--- src/logic/p10l_defs.svh ---
// Register offsets, field positions, reset values and code points for the PHY link control block.
`ifndef P10L_DEFS_SVH
`define P10L_DEFS_SVH

// Register indices; the byte address is four times the index.
`define P10L_IDX_CTRL 6'h00
`define P10L_IDX_STAT 6'h01
`define P10L_IDX_ADV 6'h04
`define P10L_IDX_LPA 6'h05
`define P10L_IDX_IDLE 6'h06
`define P10L_IDX_EEE 6'h1d

// Control register fields and reset value.
`define P10L_CTRL_AN_EN 0
`define P10L_CTRL_F100 1
`define P10L_CTRL_FFULL 2
`define P10L_CTRL_RESTART 3
`define P10L_CTRL_RST 3'h1

// Ability page layout: bit 0 10 half, 1 10 full, 2 100 half, 3 100 full, 4 energy efficient.
`define P10L_AB_10H 0
`define P10L_AB_10F 1
`define P10L_AB_100H 2
`define P10L_AB_100F 3
`define P10L_AB_EEM 4
`define P10L_ADV_RST 5'h1f

// Energy efficient status register fields.
`define P10L_EEE_ON_BIT 12
`define P10L_EEE_RXLPI_BIT 9
`define P10L_EEE_TXLPI_BIT 8

// Idle threshold before transmit low power idle, in clock cycles.
`define P10L_IDLE_RST 16'h0100

// Code groups of the 100 Mb/s receive path.
`define P10L_SYM_J 5'h18
`define P10L_SYM_K 5'h11
`define P10L_SYM_T 5'h0d
`define P10L_SYM_R 5'h07
`define P10L_PREAMBLE 4'h5

`endif

--- src/logic/p10l_pkg.sv ---
// Types shared by the PHY link control block.
package p10l_pkg;

   typedef enum logic [2:0] {
      P10L_AN_IDLE = 3'b000,
      P10L_AN_ADV = 3'b001,
      P10L_AN_ACK = 3'b010,
      P10L_AN_PD = 3'b011,
      P10L_AN_LINK = 3'b100
   } p10l_an_t;

   typedef struct packed {
      logic found;
      logic speed100;
      logic full;
   } p10l_mode_t;

endpackage : p10l_pkg

--- src/logic/p10l_top.sv ---
// PHY link control: Manchester coding, collision and carrier sense, negotiation and low power idle.
//
// Decided for this implementation: the register offsets and the address-and-strobe port.
`timescale 1ns/1ps
`include "p10l_defs.svh"

// Functional notes
// - Manchester line code at 10 Mb/s.
// - Serialize transmit nibbles, then Manchester encode.
// - Manchester decode, regroup into receive nibbles.
// - Half duplex: both paths active means collision.
// - Collision drives the collision output.
// - No collision indication in full duplex.
// - Half duplex carrier on transmit or receive.
// - Full duplex carrier on receive only.
// - Advertise, acknowledge, reject unshared modes.
// - Fixed priority picks one common mode.
// - Parallel detect from received signal only.
// - Matching detected technology brings link up.
// - Idle link at 100 Mb/s enters transmit LPI.
// - Receive LPI only after partner LPI symbols.
// - Transmit and receive LPI are independent.
// - Energy saving only when both ends advertise.
// - Status bit 12 shows energy saving on.
// - J/K become preamble, T/R are stripped.
module p10l_top import p10l_pkg::*; #(
   parameter int NIB_W = 4,
   parameter int BUF_DEPTH = 2,
   parameter logic [15:0] PD_WAIT = 16'h0400
) (
   input wire logic mclk, // 20 MHz clock
   input wire logic arst_n, // asynchronous reset, active low
   input wire logic [7:0] reg_addr, // register byte address
   input wire logic [15:0] reg_wdata, // register write data
   input wire logic reg_wr, // write strobe
   input wire logic reg_rd, // read strobe
   output logic [15:0] reg_rdata, // read data, cycle after the strobe
   input wire logic tx_valid, // transmit nibble offered by the MAC
   input wire logic [NIB_W-1:0] txd, // transmit nibble
   output logic tx_ready, // buffer accepts the nibble
   output logic rx_dv, // receive nibble strobe
   output logic [NIB_W-1:0] rxd, // receive nibble
   output logic col, // collision
   output logic crs, // carrier sense
   output logic tx_line, // Manchester half bit to the line driver
   output logic tx_line_en, // line driver enable
   input wire logic rx_act, // 10 Mb/s receive frame in progress
   input wire logic rx_line, // 10 Mb/s Manchester half bit from the line
   input wire logic sym_valid, // 100 Mb/s code group strobe
   input wire logic [4:0] sym, // 100 Mb/s aligned code group
   output logic tx100_valid, // 100 Mb/s transmit nibble strobe
   output logic [NIB_W-1:0] tx100_nib, // 100 Mb/s transmit nibble
   input wire logic sig_10, // link pulses of 10 Mb/s seen
   input wire logic sig_100, // 100 Mb/s idle stream seen
   input wire logic lp_page_valid, // partner ability page received
   input wire logic [4:0] lp_page, // partner ability page
   input wire logic lp_ack, // partner acknowledged our page
   output logic an_adv_valid, // sending our ability page
   output logic [4:0] an_adv_page, // our ability page
   output logic an_ack, // acknowledging partner page
   input wire logic rx_lpi_sym, // partner LPI symbols decoded
   output logic lpi_tx, // transmitter in low power idle
   output logic lpi_rx // receiver in low power idle
);

   initial begin
      if (NIB_W != 4) $error("p10l_top: nibble width must be 4");
      if (BUF_DEPTH != 2 && BUF_DEPTH != 4) $error("p10l_top: depth must be 2 or 4");
   end

   localparam int PW = $clog2(BUF_DEPTH);

   logic rst_meta_r, rst_n_r;
   always_ff @(posedge mclk or negedge arst_n) begin
      if (!arst_n) begin
         rst_meta_r <= 1'b0;
         rst_n_r <= 1'b0;
      end else begin
         rst_meta_r <= 1'b1;
         rst_n_r <= rst_meta_r;
      end
   end

   function automatic p10l_mode_t pick(input logic [3:0] c);
      p10l_mode_t m;
      m = '0;
      if (c[`P10L_AB_100F]) m = '{1'b1, 1'b1, 1'b1};
      else if (c[`P10L_AB_100H]) m = '{1'b1, 1'b1, 1'b0};
      else if (c[`P10L_AB_10F]) m = '{1'b1, 1'b0, 1'b1};
      else if (c[`P10L_AB_10H]) m = '{1'b1, 1'b0, 1'b0};
      return m;
   endfunction : pick

   function automatic logic [4:0] dec4b(input logic [4:0] s);
      logic [4:0] r;
      r = 5'h00;
      unique case (s)
         5'h1e: r = 5'h10;  5'h09: r = 5'h11;  5'h14: r = 5'h12;  5'h15: r = 5'h13;
         5'h0a: r = 5'h14;  5'h0b: r = 5'h15;  5'h0e: r = 5'h16;  5'h0f: r = 5'h17;
         5'h12: r = 5'h18;  5'h13: r = 5'h19;  5'h16: r = 5'h1a;  5'h17: r = 5'h1b;
         5'h1a: r = 5'h1c;  5'h1b: r = 5'h1d;  5'h1c: r = 5'h1e;  5'h1d: r = 5'h1f;
         default: r = 5'h00;
      endcase
      return r; // Bit 4 marks a data code group; idle and invalid groups are dropped.
   endfunction : dec4b

   ////////////////////////////////////////////////////////////////////////////////
   // Registers.
   logic [2:0] ctrl_r;
   logic [4:0] adv_r, lpa_r;
   logic [15:0] idle_thr_r;
   logic link_r, spd100_r, full_r, by_an_r, by_pd_r, eee_on_r, lpi_tx_r, lpi_rx_r;
   logic [15:0] rdata_r, rd_mux;
   logic restart;
   p10l_an_t an_r;

   assign restart = reg_wr && reg_addr[7:2] == `P10L_IDX_CTRL && reg_addr[1:0] == 2'b00
      && reg_wdata[`P10L_CTRL_RESTART];

   always_ff @(posedge mclk or negedge rst_n_r) begin
      if (!rst_n_r) begin
         ctrl_r <= `P10L_CTRL_RST;
         adv_r <= `P10L_ADV_RST;
         idle_thr_r <= `P10L_IDLE_RST;
      end else if (reg_wr && reg_addr[1:0] == 2'b00) begin
         unique case (reg_addr[7:2])
            `P10L_IDX_CTRL: ctrl_r <= reg_wdata[2:0];
            `P10L_IDX_ADV: adv_r <= reg_wdata[4:0];
            `P10L_IDX_IDLE: idle_thr_r <= reg_wdata;
            default: ;
         endcase
      end
   end

   always_comb begin
      rd_mux = 16'h0000;
      if (reg_addr[1:0] == 2'b00) begin
         unique case (reg_addr[7:2])
            `P10L_IDX_CTRL: rd_mux = {13'h0000, ctrl_r};
            `P10L_IDX_STAT: rd_mux = {11'h000, by_pd_r, by_an_r, full_r, spd100_r, link_r};
            `P10L_IDX_ADV: rd_mux = {11'h000, adv_r};
            `P10L_IDX_LPA: rd_mux = {11'h000, lpa_r};
            `P10L_IDX_IDLE: rd_mux = idle_thr_r;
            `P10L_IDX_EEE: begin
               rd_mux[`P10L_EEE_ON_BIT] = eee_on_r;
               rd_mux[`P10L_EEE_RXLPI_BIT] = lpi_rx_r;
               rd_mux[`P10L_EEE_TXLPI_BIT] = lpi_tx_r;
            end
            default: rd_mux = 16'h0000;
         endcase
      end
   end

   // Read data stand for one cycle only, so a stale word is never mistaken for a fresh one.
   always_ff @(posedge mclk or negedge rst_n_r) begin
      if (!rst_n_r) rdata_r <= 16'h0000;
      else rdata_r <= reg_rd ? rd_mux : 16'h0000;
   end
   assign reg_rdata = rdata_r;

   ////////////////////////////////////////////////////////////////////////////////
   // Auto-negotiation, parallel detection and forced modes.
   logic [15:0] an_cnt_r;
   p10l_mode_t res, pd_mode;

   assign res = pick(adv_r[3:0] & lpa_r[3:0]);
   always_comb begin
      pd_mode = '0;
      if (sig_100 && (adv_r[`P10L_AB_100H] || adv_r[`P10L_AB_100F])) begin
         pd_mode = '{1'b1, 1'b1, 1'b0};
      end else if (sig_10 && (adv_r[`P10L_AB_10H] || adv_r[`P10L_AB_10F])) begin
         pd_mode = '{1'b1, 1'b0, 1'b0};
      end
   end

   always_ff @(posedge mclk or negedge rst_n_r) begin
      if (!rst_n_r) begin
         an_r <= P10L_AN_IDLE;
         an_cnt_r <= 16'h0000;
         lpa_r <= 5'h00;
         link_r <= 1'b0;
         spd100_r <= 1'b0;
         full_r <= 1'b0;
         by_an_r <= 1'b0;
         by_pd_r <= 1'b0;
      end else if (restart) begin
         an_r <= P10L_AN_IDLE;
         link_r <= 1'b0;
      end else begin
         unique case (an_r)
            P10L_AN_IDLE: begin
               an_cnt_r <= 16'h0000;
               by_an_r <= 1'b0;
               by_pd_r <= 1'b0;
               if (ctrl_r[`P10L_CTRL_AN_EN]) begin
                  an_r <= P10L_AN_ADV;
               end else if (ctrl_r[`P10L_CTRL_F100] ? sig_100 : sig_10) begin
                  an_r <= P10L_AN_LINK;
                  link_r <= 1'b1;
                  spd100_r <= ctrl_r[`P10L_CTRL_F100];
                  full_r <= ctrl_r[`P10L_CTRL_FFULL];
               end
            end
            P10L_AN_ADV: begin
               if (lp_page_valid) begin
                  lpa_r <= lp_page;
                  an_r <= P10L_AN_ACK;
               end else if ((sig_10 || sig_100) && an_cnt_r >= PD_WAIT) begin
                  an_r <= P10L_AN_PD;
               end else begin
                  an_cnt_r <= (sig_10 || sig_100) ? an_cnt_r + 16'h0001 : 16'h0000;
               end
            end
            P10L_AN_ACK: begin
               if (lp_ack) begin
                  if (res.found) begin
                     an_r <= P10L_AN_LINK;
                     link_r <= 1'b1;
                     spd100_r <= res.speed100;
                     full_r <= res.full;
                     by_an_r <= 1'b1;
                  end else begin
                     an_r <= P10L_AN_IDLE;
                  end
               end
            end
            P10L_AN_PD: begin
               an_cnt_r <= 16'h0000;
               lpa_r <= 5'h00;
               if (pd_mode.found) begin
                  an_r <= P10L_AN_LINK;
                  link_r <= 1'b1;
                  spd100_r <= pd_mode.speed100;
                  full_r <= 1'b0;
                  by_pd_r <= 1'b1;
               end else begin
                  an_r <= P10L_AN_ADV;
               end
            end
            P10L_AN_LINK: begin
               if (!(spd100_r ? sig_100 : sig_10)) begin
                  an_r <= P10L_AN_IDLE;
                  link_r <= 1'b0;
               end
            end
            default: an_r <= P10L_AN_IDLE;
         endcase
      end
   end

   assign an_adv_valid = an_r == P10L_AN_ADV;
   assign an_ack = an_r == P10L_AN_ACK;
   assign an_adv_page = adv_r;

   ////////////////////////////////////////////////////////////////////////////////
   // Transmit buffer of BUF_DEPTH entries, two by default or four, between the MAC and the line coders.
   logic [NIB_W-1:0] buf_mem [BUF_DEPTH];
   logic [PW-1:0] wp_r, rp_r;
   logic [PW:0] cnt_r;
   logic buf_valid, buf_pop, buf_push;

   assign tx_ready = cnt_r != BUF_DEPTH[PW:0];
   assign buf_valid = cnt_r != '0;
   assign buf_push = tx_valid && tx_ready;

   always_ff @(posedge mclk or negedge rst_n_r) begin
      if (!rst_n_r) begin
         wp_r <= '0;
         rp_r <= '0;
         cnt_r <= '0;
      end else begin
         if (buf_push) wp_r <= wp_r + 1'b1;
         if (buf_pop) rp_r <= rp_r + 1'b1;
         cnt_r <= cnt_r + (PW+1)'(buf_push) - (PW+1)'(buf_pop);
      end
   end

   always_ff @(posedge mclk) begin
      if (buf_push) buf_mem[wp_r] <= txd;
   end

   ////////////////////////////////////////////////////////////////////////////////
   // Transmit: nibble serializer with Manchester encoder, or 100 Mb/s nibble stream.
   logic [NIB_W-1:0] sh_r;
   logic [1:0] bit_r;
   logic half_r, ser_busy_r, tx_act;

   // At 10 Mb/s a new nibble is taken only once the last half bit is out, so the line never stutters.
   assign buf_pop = buf_valid && link_r && !lpi_tx_r && (spd100_r || !ser_busy_r ||
      (bit_r == 2'b11 && half_r));
   assign tx_act = ser_busy_r || buf_valid || tx100_valid;

   always_ff @(posedge mclk or negedge rst_n_r) begin
      if (!rst_n_r) begin
         sh_r <= '0;
         bit_r <= 2'b00;
         half_r <= 1'b0;
         ser_busy_r <= 1'b0;
         tx_line <= 1'b0;
         tx_line_en <= 1'b0;
      end else if (buf_pop && !spd100_r) begin
         sh_r <= buf_mem[rp_r];
         bit_r <= 2'b00;
         half_r <= 1'b0;
         ser_busy_r <= 1'b1;
         tx_line <= ~buf_mem[rp_r][0];
         tx_line_en <= 1'b1;
      end else if (ser_busy_r && !half_r) begin
         half_r <= 1'b1;
         tx_line <= sh_r[bit_r];
      end else if (ser_busy_r && bit_r != 2'b11) begin
         half_r <= 1'b0;
         bit_r <= bit_r + 2'b01;
         tx_line <= ~sh_r[bit_r + 2'b01];
      end else begin
         ser_busy_r <= 1'b0;
         half_r <= 1'b0;
         tx_line <= 1'b0;
         tx_line_en <= 1'b0;
      end
   end

   always_ff @(posedge mclk or negedge rst_n_r) begin
      if (!rst_n_r) begin
         tx100_valid <= 1'b0;
         tx100_nib <= '0;
      end else begin
         tx100_valid <= buf_pop && spd100_r;
         tx100_nib <= (buf_pop && spd100_r) ? buf_mem[rp_r] : '0;
      end
   end

   ////////////////////////////////////////////////////////////////////////////////
   // Receive: Manchester decoder at 10 Mb/s, code group decoder at 100 Mb/s.
   logic [2:0] rx_pos_r;
   logic first_r;
   logic [NIB_W-1:0] acc_r;
   logic [4:0] d4;
   logic rx_busy;

   assign d4 = dec4b(sym);
   assign rx_busy = spd100_r ? sym_valid : rx_act;

   always_ff @(posedge mclk or negedge rst_n_r) begin
      if (!rst_n_r) begin
         rx_pos_r <= 3'b000;
         first_r <= 1'b0;
         acc_r <= '0;
         rx_dv <= 1'b0;
         rxd <= '0;
      end else begin
         rx_dv <= 1'b0;
         if (spd100_r) begin
            rx_pos_r <= 3'b000;
            if (sym_valid && (sym == `P10L_SYM_J || sym == `P10L_SYM_K)) begin
               rx_dv <= 1'b1;
               rxd <= `P10L_PREAMBLE;
            end else if (sym_valid && d4[4]) begin
               rx_dv <= 1'b1;
               rxd <= d4[3:0];
            end
         end else if (!rx_act) begin
            rx_pos_r <= 3'b000;
         end else begin
            rx_pos_r <= rx_pos_r + 3'b001;
            if (!rx_pos_r[0]) begin
               first_r <= rx_line;
            end else begin
               // Bit value is the second half; an invalid pair keeps the second half too.
               acc_r[rx_pos_r[2:1]] <= rx_line;
               if (rx_pos_r == 3'b111) begin
                  rx_dv <= 1'b1;
                  rxd <= {rx_line, acc_r[2:0]};
               end
            end
         end
      end
   end

   ////////////////////////////////////////////////////////////////////////////////
   // Collision and carrier sense.
   always_ff @(posedge mclk or negedge rst_n_r) begin
      if (!rst_n_r) begin
         col <= 1'b0;
         crs <= 1'b0;
      end else begin
         col <= link_r && !full_r && tx_act && rx_busy;
         crs <= full_r ? rx_busy : (tx_act || rx_busy);
      end
   end

   ////////////////////////////////////////////////////////////////////////////////
   // Low power idle; each path keeps its own state so they move independently.
   logic [15:0] idle_cnt_r;
   logic eee_ok;

   assign eee_ok = link_r && spd100_r && by_an_r && adv_r[`P10L_AB_EEM] && lpa_r[`P10L_AB_EEM];

   always_ff @(posedge mclk or negedge rst_n_r) begin
      if (!rst_n_r) eee_on_r <= 1'b0;
      else eee_on_r <= eee_ok;
   end

   always_ff @(posedge mclk or negedge rst_n_r) begin
      if (!rst_n_r) begin
         idle_cnt_r <= 16'h0000;
         lpi_tx_r <= 1'b0;
      end else if (!eee_on_r || tx_valid || tx_act) begin
         idle_cnt_r <= 16'h0000;
         lpi_tx_r <= 1'b0;
      end else if (idle_cnt_r >= idle_thr_r) begin
         lpi_tx_r <= 1'b1;
      end else begin
         idle_cnt_r <= idle_cnt_r + 16'h0001;
      end
   end

   always_ff @(posedge mclk or negedge rst_n_r) begin
      if (!rst_n_r) lpi_rx_r <= 1'b0;
      else lpi_rx_r <= eee_on_r && rx_lpi_sym;
   end

   assign lpi_tx = lpi_tx_r;
   assign lpi_rx = lpi_rx_r;
endmodule : p10l_top

--- config.mk ---
export PLATFORM = sky130hd
export DESIGN_NAME = p10l_top
export DESIGN_NICKNAME = d
export VERILOG_FILES = /design/src/logic/p10l_pkg.sv /design/src/logic/p10l_top.sv
export VERILOG_INCLUDE_DIRS = /design/src /design/src/logic
export SDC_FILE = /design/constraint.sdc
export NUM_CORES = 1
export LEC_CHECK = 0
export CORE_ASPECT_RATIO = 0.7
export CORE_MARGIN = 1.5
export CORE_UTILIZATION = 55
export CTS_BUF_LIST = sky130_fd_sc_hd__clkbuf_8
export CTS_CLUSTER_SIZE = 25
export DETAILED_ROUTE_END_ITERATION = 8
export DONT_BUFFER_PORTS = 1
export PLACE_DENSITY = 0.79
export SYNTH_ARGS = -nofsm -noshare
export SYNTH_HDL_FRONTEND = slang
export SYNTH_SLANG_ARGS = --single-unit
--- constraint.sdc ---
create_clock -name mclk -period 3.3 [get_ports mclk]
set_input_delay 0.66 -clock mclk [delete_from_list [all_inputs] [get_ports mclk]]
set_output_delay 0.66 -clock mclk [all_outputs]
set_load 0.05 [all_outputs]
==> impl_metrics.ini <==
[drt]
drtAntennaViolNets = 0
avgRoutedWirePerCell_um = 18.6
drcViolationCount = 0
firstDrtPassIters = 5
via_count = 5158
viasPerCell = 6.22
drt_iter0_drc = 410
finalWirelength_um = 15400

[clock_network]
cts.sinks = 129
cts_root_buf = clkbuf_8
clk_latency_ns = 0.46
cts.clk_slew.worst_paths_ns = 0.08
cts_tree = built
cts_buffers = 17
htreeDepth = 4
ctsResizeCount = 0
cts_buffer_depth = 2

[worst_hold_path]
hold_start = txd[0]
hold_path_class = in2reg
min_to = buf_mem[1][0]
holdPathStages = 0

[worst_setup_path]
timing.rr.end = idle_cnt_r[0]
r2r-start = idle_cnt_r[0]
max_stage_delay_ns = 0.73
r2r_slack_ns = 0.47
ff2ff_path_depth = 8
critPathCaptureType = flop
crit_type = reg2reg
critical_path_buf_inv_count = 2
critPathArrivalTime_ns = 3.19
crit_required_ns = 3.66
cp_cell_sequence = inv_1 > ha_1 > nand2b_1 > a2111oi_0 > a2111oi_4 > buf_4 > or4b_2 > a21oi_1
cpMaxStageDelayCell = a2111oi_0
worstSetupStartpointType = flop
crit_family = compound AO/OA/AOI/OAI gates
cp_max_fo = 30

[yosys]
postSynthAreaPerCell_um2 = 10.1
synth-seq-cells = 129
async_reset_ff_share_pct = 93.8
synth_cells = 661
syn_nets = 739
yosysTopAreaCellShare_pct = 42.8
yosysUniqueCellTypes = 70
yosysWarnings = 0
seq_area_frac_synth_pct = 49.1
synth-main-ff-cell = dfrtp_1
yosys.area.top_type = dfrtp_1
synthesis.area_mm2 = 0.00667
yosys-top-cells-area = dfrtp_1, ha_1, edfxtp_1, o21ai_0, nand2_1
synth_edf_count = 8

[power_and_ir_drop]
p_leak_nw = 3.17
powerDensity_mw_per_mm2 = 607
fin_total_pwr_mw = 4.39
ir_worst_vdd_mv = 0.294
p_comb_share_pct = 19.5
p_sw_mw = 1.44
intPower_mw = 2.94
clockPowerShare_pct = 30.4
p_seq_share_pct = 50.0
sw_frac_of_total_pct = 32.9

[timing]
tightest_slew_ns = 0.780
slew_headroom_pct = 46.7
final.setup.worst_slack_ns = 0.470
hold_viol_final = 0
setup_violations = 0
holdWs_ns = 0.294
drv_slew = 0
clock.fmax_mhz = 353
period_minus_slack_ns = 2.83
setup_tns_ns = 0
finClkSkew_ns = 0.0171
rsz0062_at_grt = no
period_share_pct = 85.7

[global_routing]
grt.overflow.total = 0
grt_max_degree = 70
first_global_vias = 5000
grt_pass1_wl_um = 25100
grt.total_usage_pct = 25.6
antenna_found_initial = 0

[floorplan]
rows = 33
die_h_um = 95.2
ios = 91
core_area_mm2 = 0.0118
die_x_um = 135
dieArea_mm2 = 0.0128
initial_core_util_pct = 56.7

[layout]
final_cell_mix = dfrtp_1, nand2_1, o21ai_0
layout.nets = 738
layout_commonest_cell = dfrtp_1
antenna_cells = 0
final_design_area_no_fill_mm2 = 0.00723
num-fill-cells = 941
layout-drive-gt1-share_pct = 12.5
area_growth_pct = 8.38

[placed_design]
post_dp_cell_area_mm2 = 0.00683
gp_congestion = 0.902
port_buffers = 0
dp_hpwl_um = 11200
dp_slack_ns = 0.476

[flow_run]
maxCapViolations = 0

[run_status]
status = finished clean
==> logic make-up (layout without fill, tap and decap cells) <==
| group | after synthesis | count (layout) | synth area share [%] |
|---|---|---|---|
| DFF | 129 | 129 | 49.1 |
| buffers and inverters | 67 | 78 | 4.05 |
| xor gates and xnor gates | 7 | 7 | 0.919 |
| muxes | 35 | 35 | 6.54 |
| AOI/OAI and AO/OA | 154 | 154 | 15.0 |
| other | 1 | 1 | 0.0562 |
| and+or+nand+nor | 241 | 241 | 19.2 |
| adders and majority gates | 27 | 27 | 5.06 |
==> worst max path at each step <==
| stage | slack (ns) | to | cells after the start | start |
|---|---|---|---|---|
| after floorplan | 1.04 | an_cnt_r[6] | 7 | reg_addr[4] |
| after global placement | 0.62 | idle_cnt_r[0] | 8 | idle_cnt_r[0] |
| after detailed placement | 0.48 | idle_cnt_r[0] | 8 | idle_cnt_r[0] |
| final | 0.47 | idle_cnt_r[0] | 8 | idle_cnt_r[0] |
| after CTS | 0.47 | idle_cnt_r[0] | 8 | idle_cnt_r[0] |
| after global routing | 0.28 | idle_cnt_r[0] | 8 | idle_cnt_r[0] |
==> what timing repair did <==
item	in CTS	in global routing
setup buffers	0	0
hold buffers	1	0
hold endpoints to repair	2	0
==> state kept, by name (all words and copies together) (netlist names), 4 cells and up <==
name and flops:
an_adv_page 5, an_cnt_r 16, buf_mem 8, idle_cnt_r 16
idle_thr_r 16, lpa_r 5, reg_rdata 16, rxd 4
sh_r 4, tx100_nib 4
==> power by group through the flow <==
stage / Clock [mW] / Combinational [mW] / Sequential [mW]
finish: 1.33 / 0.857 / 2.19
global route: 1.44 / 0.971 / 2.23
CTS: 1.36 / 0.862 / 2.19
detailed placement: 0 / 0.856 / 2.22
global placement: 0 / 0.799 / 2.20
floorplan: 0 / 0.723 / 2.12
==> worst reg2reg max path: stages, from the launching register on <==
cell and delay [ns]:
dfrtp_1 0.43, inv_1 0.07, ha_1 0.27, nand2b_1 0.14
a2111oi_0 0.73, a2111oi_4 0.05, buf_4 0.26, or4b_2 0.63
a21oi_1 0.16
==> layout make-up <==
| cell class | count | area, um2 | share of cell area, % |
|---|---|---|---|
| Sequential cell | 129 | 3280 | 45.4 |
| Multi-Input combinational cell | 465 | 3140 | 43.4 |
| Clock buffer | 17 | 234 | 3.24 |
| Tap cell | 157 | 196 | 2.72 |
| Clock inverter | 14 | 154 | 2.13 |
| Inverter | 37 | 139 | 1.92 |
| Timing Repair Buffer | 10 | 90.1 | 1.25 |
==> metrics by stage <==
stage          std cells  util, %
2_1_floorplan        661        -
3_3_place_gp         797     58.1
3_5_place_dp         797     58.1
4_1_cts              829     61.5
5_1_grt              829     61.5
6_report             829     61.5
==> Yosys cell counts, types with 4 or more instances <==
cell type	count
xnor2_1	4
nor4_1	7
nand2_1	62
nor2_1	46
o22ai_1	6
nand3_1	17
dfrtp_1	114
mux4_2	5
and3_1	9
a31oi_1	12
or4_1	11
edfxtp_1	8
nand2b_1	11
mux2_2	19
clkbuf_1	18
o21a_1	6
nor3_1	11
nor2b_1	13
a22oi_1	8
and2_1	14
or3_1	5
nor3b_1	5
o31ai_1	15
ha_1	27
o21ai_0	47
dfstp_2	7
a21oi_1	29
inv_1	37
mux2i_1	11
nand4_1	7
buf_2	9
==> routing by layer <==
metal / track usage, % / share of wire, % / routed length (um)
met2: 38.1 / 44 / 6830
met3: 8.51 / 10 / 1540
met1: 35.2 / 44 / 6820
met4: 9.14 / 1.4 / 213
met5: 0 / 0 / 0
No activity file was read; power rests on OpenSTA's default activity.
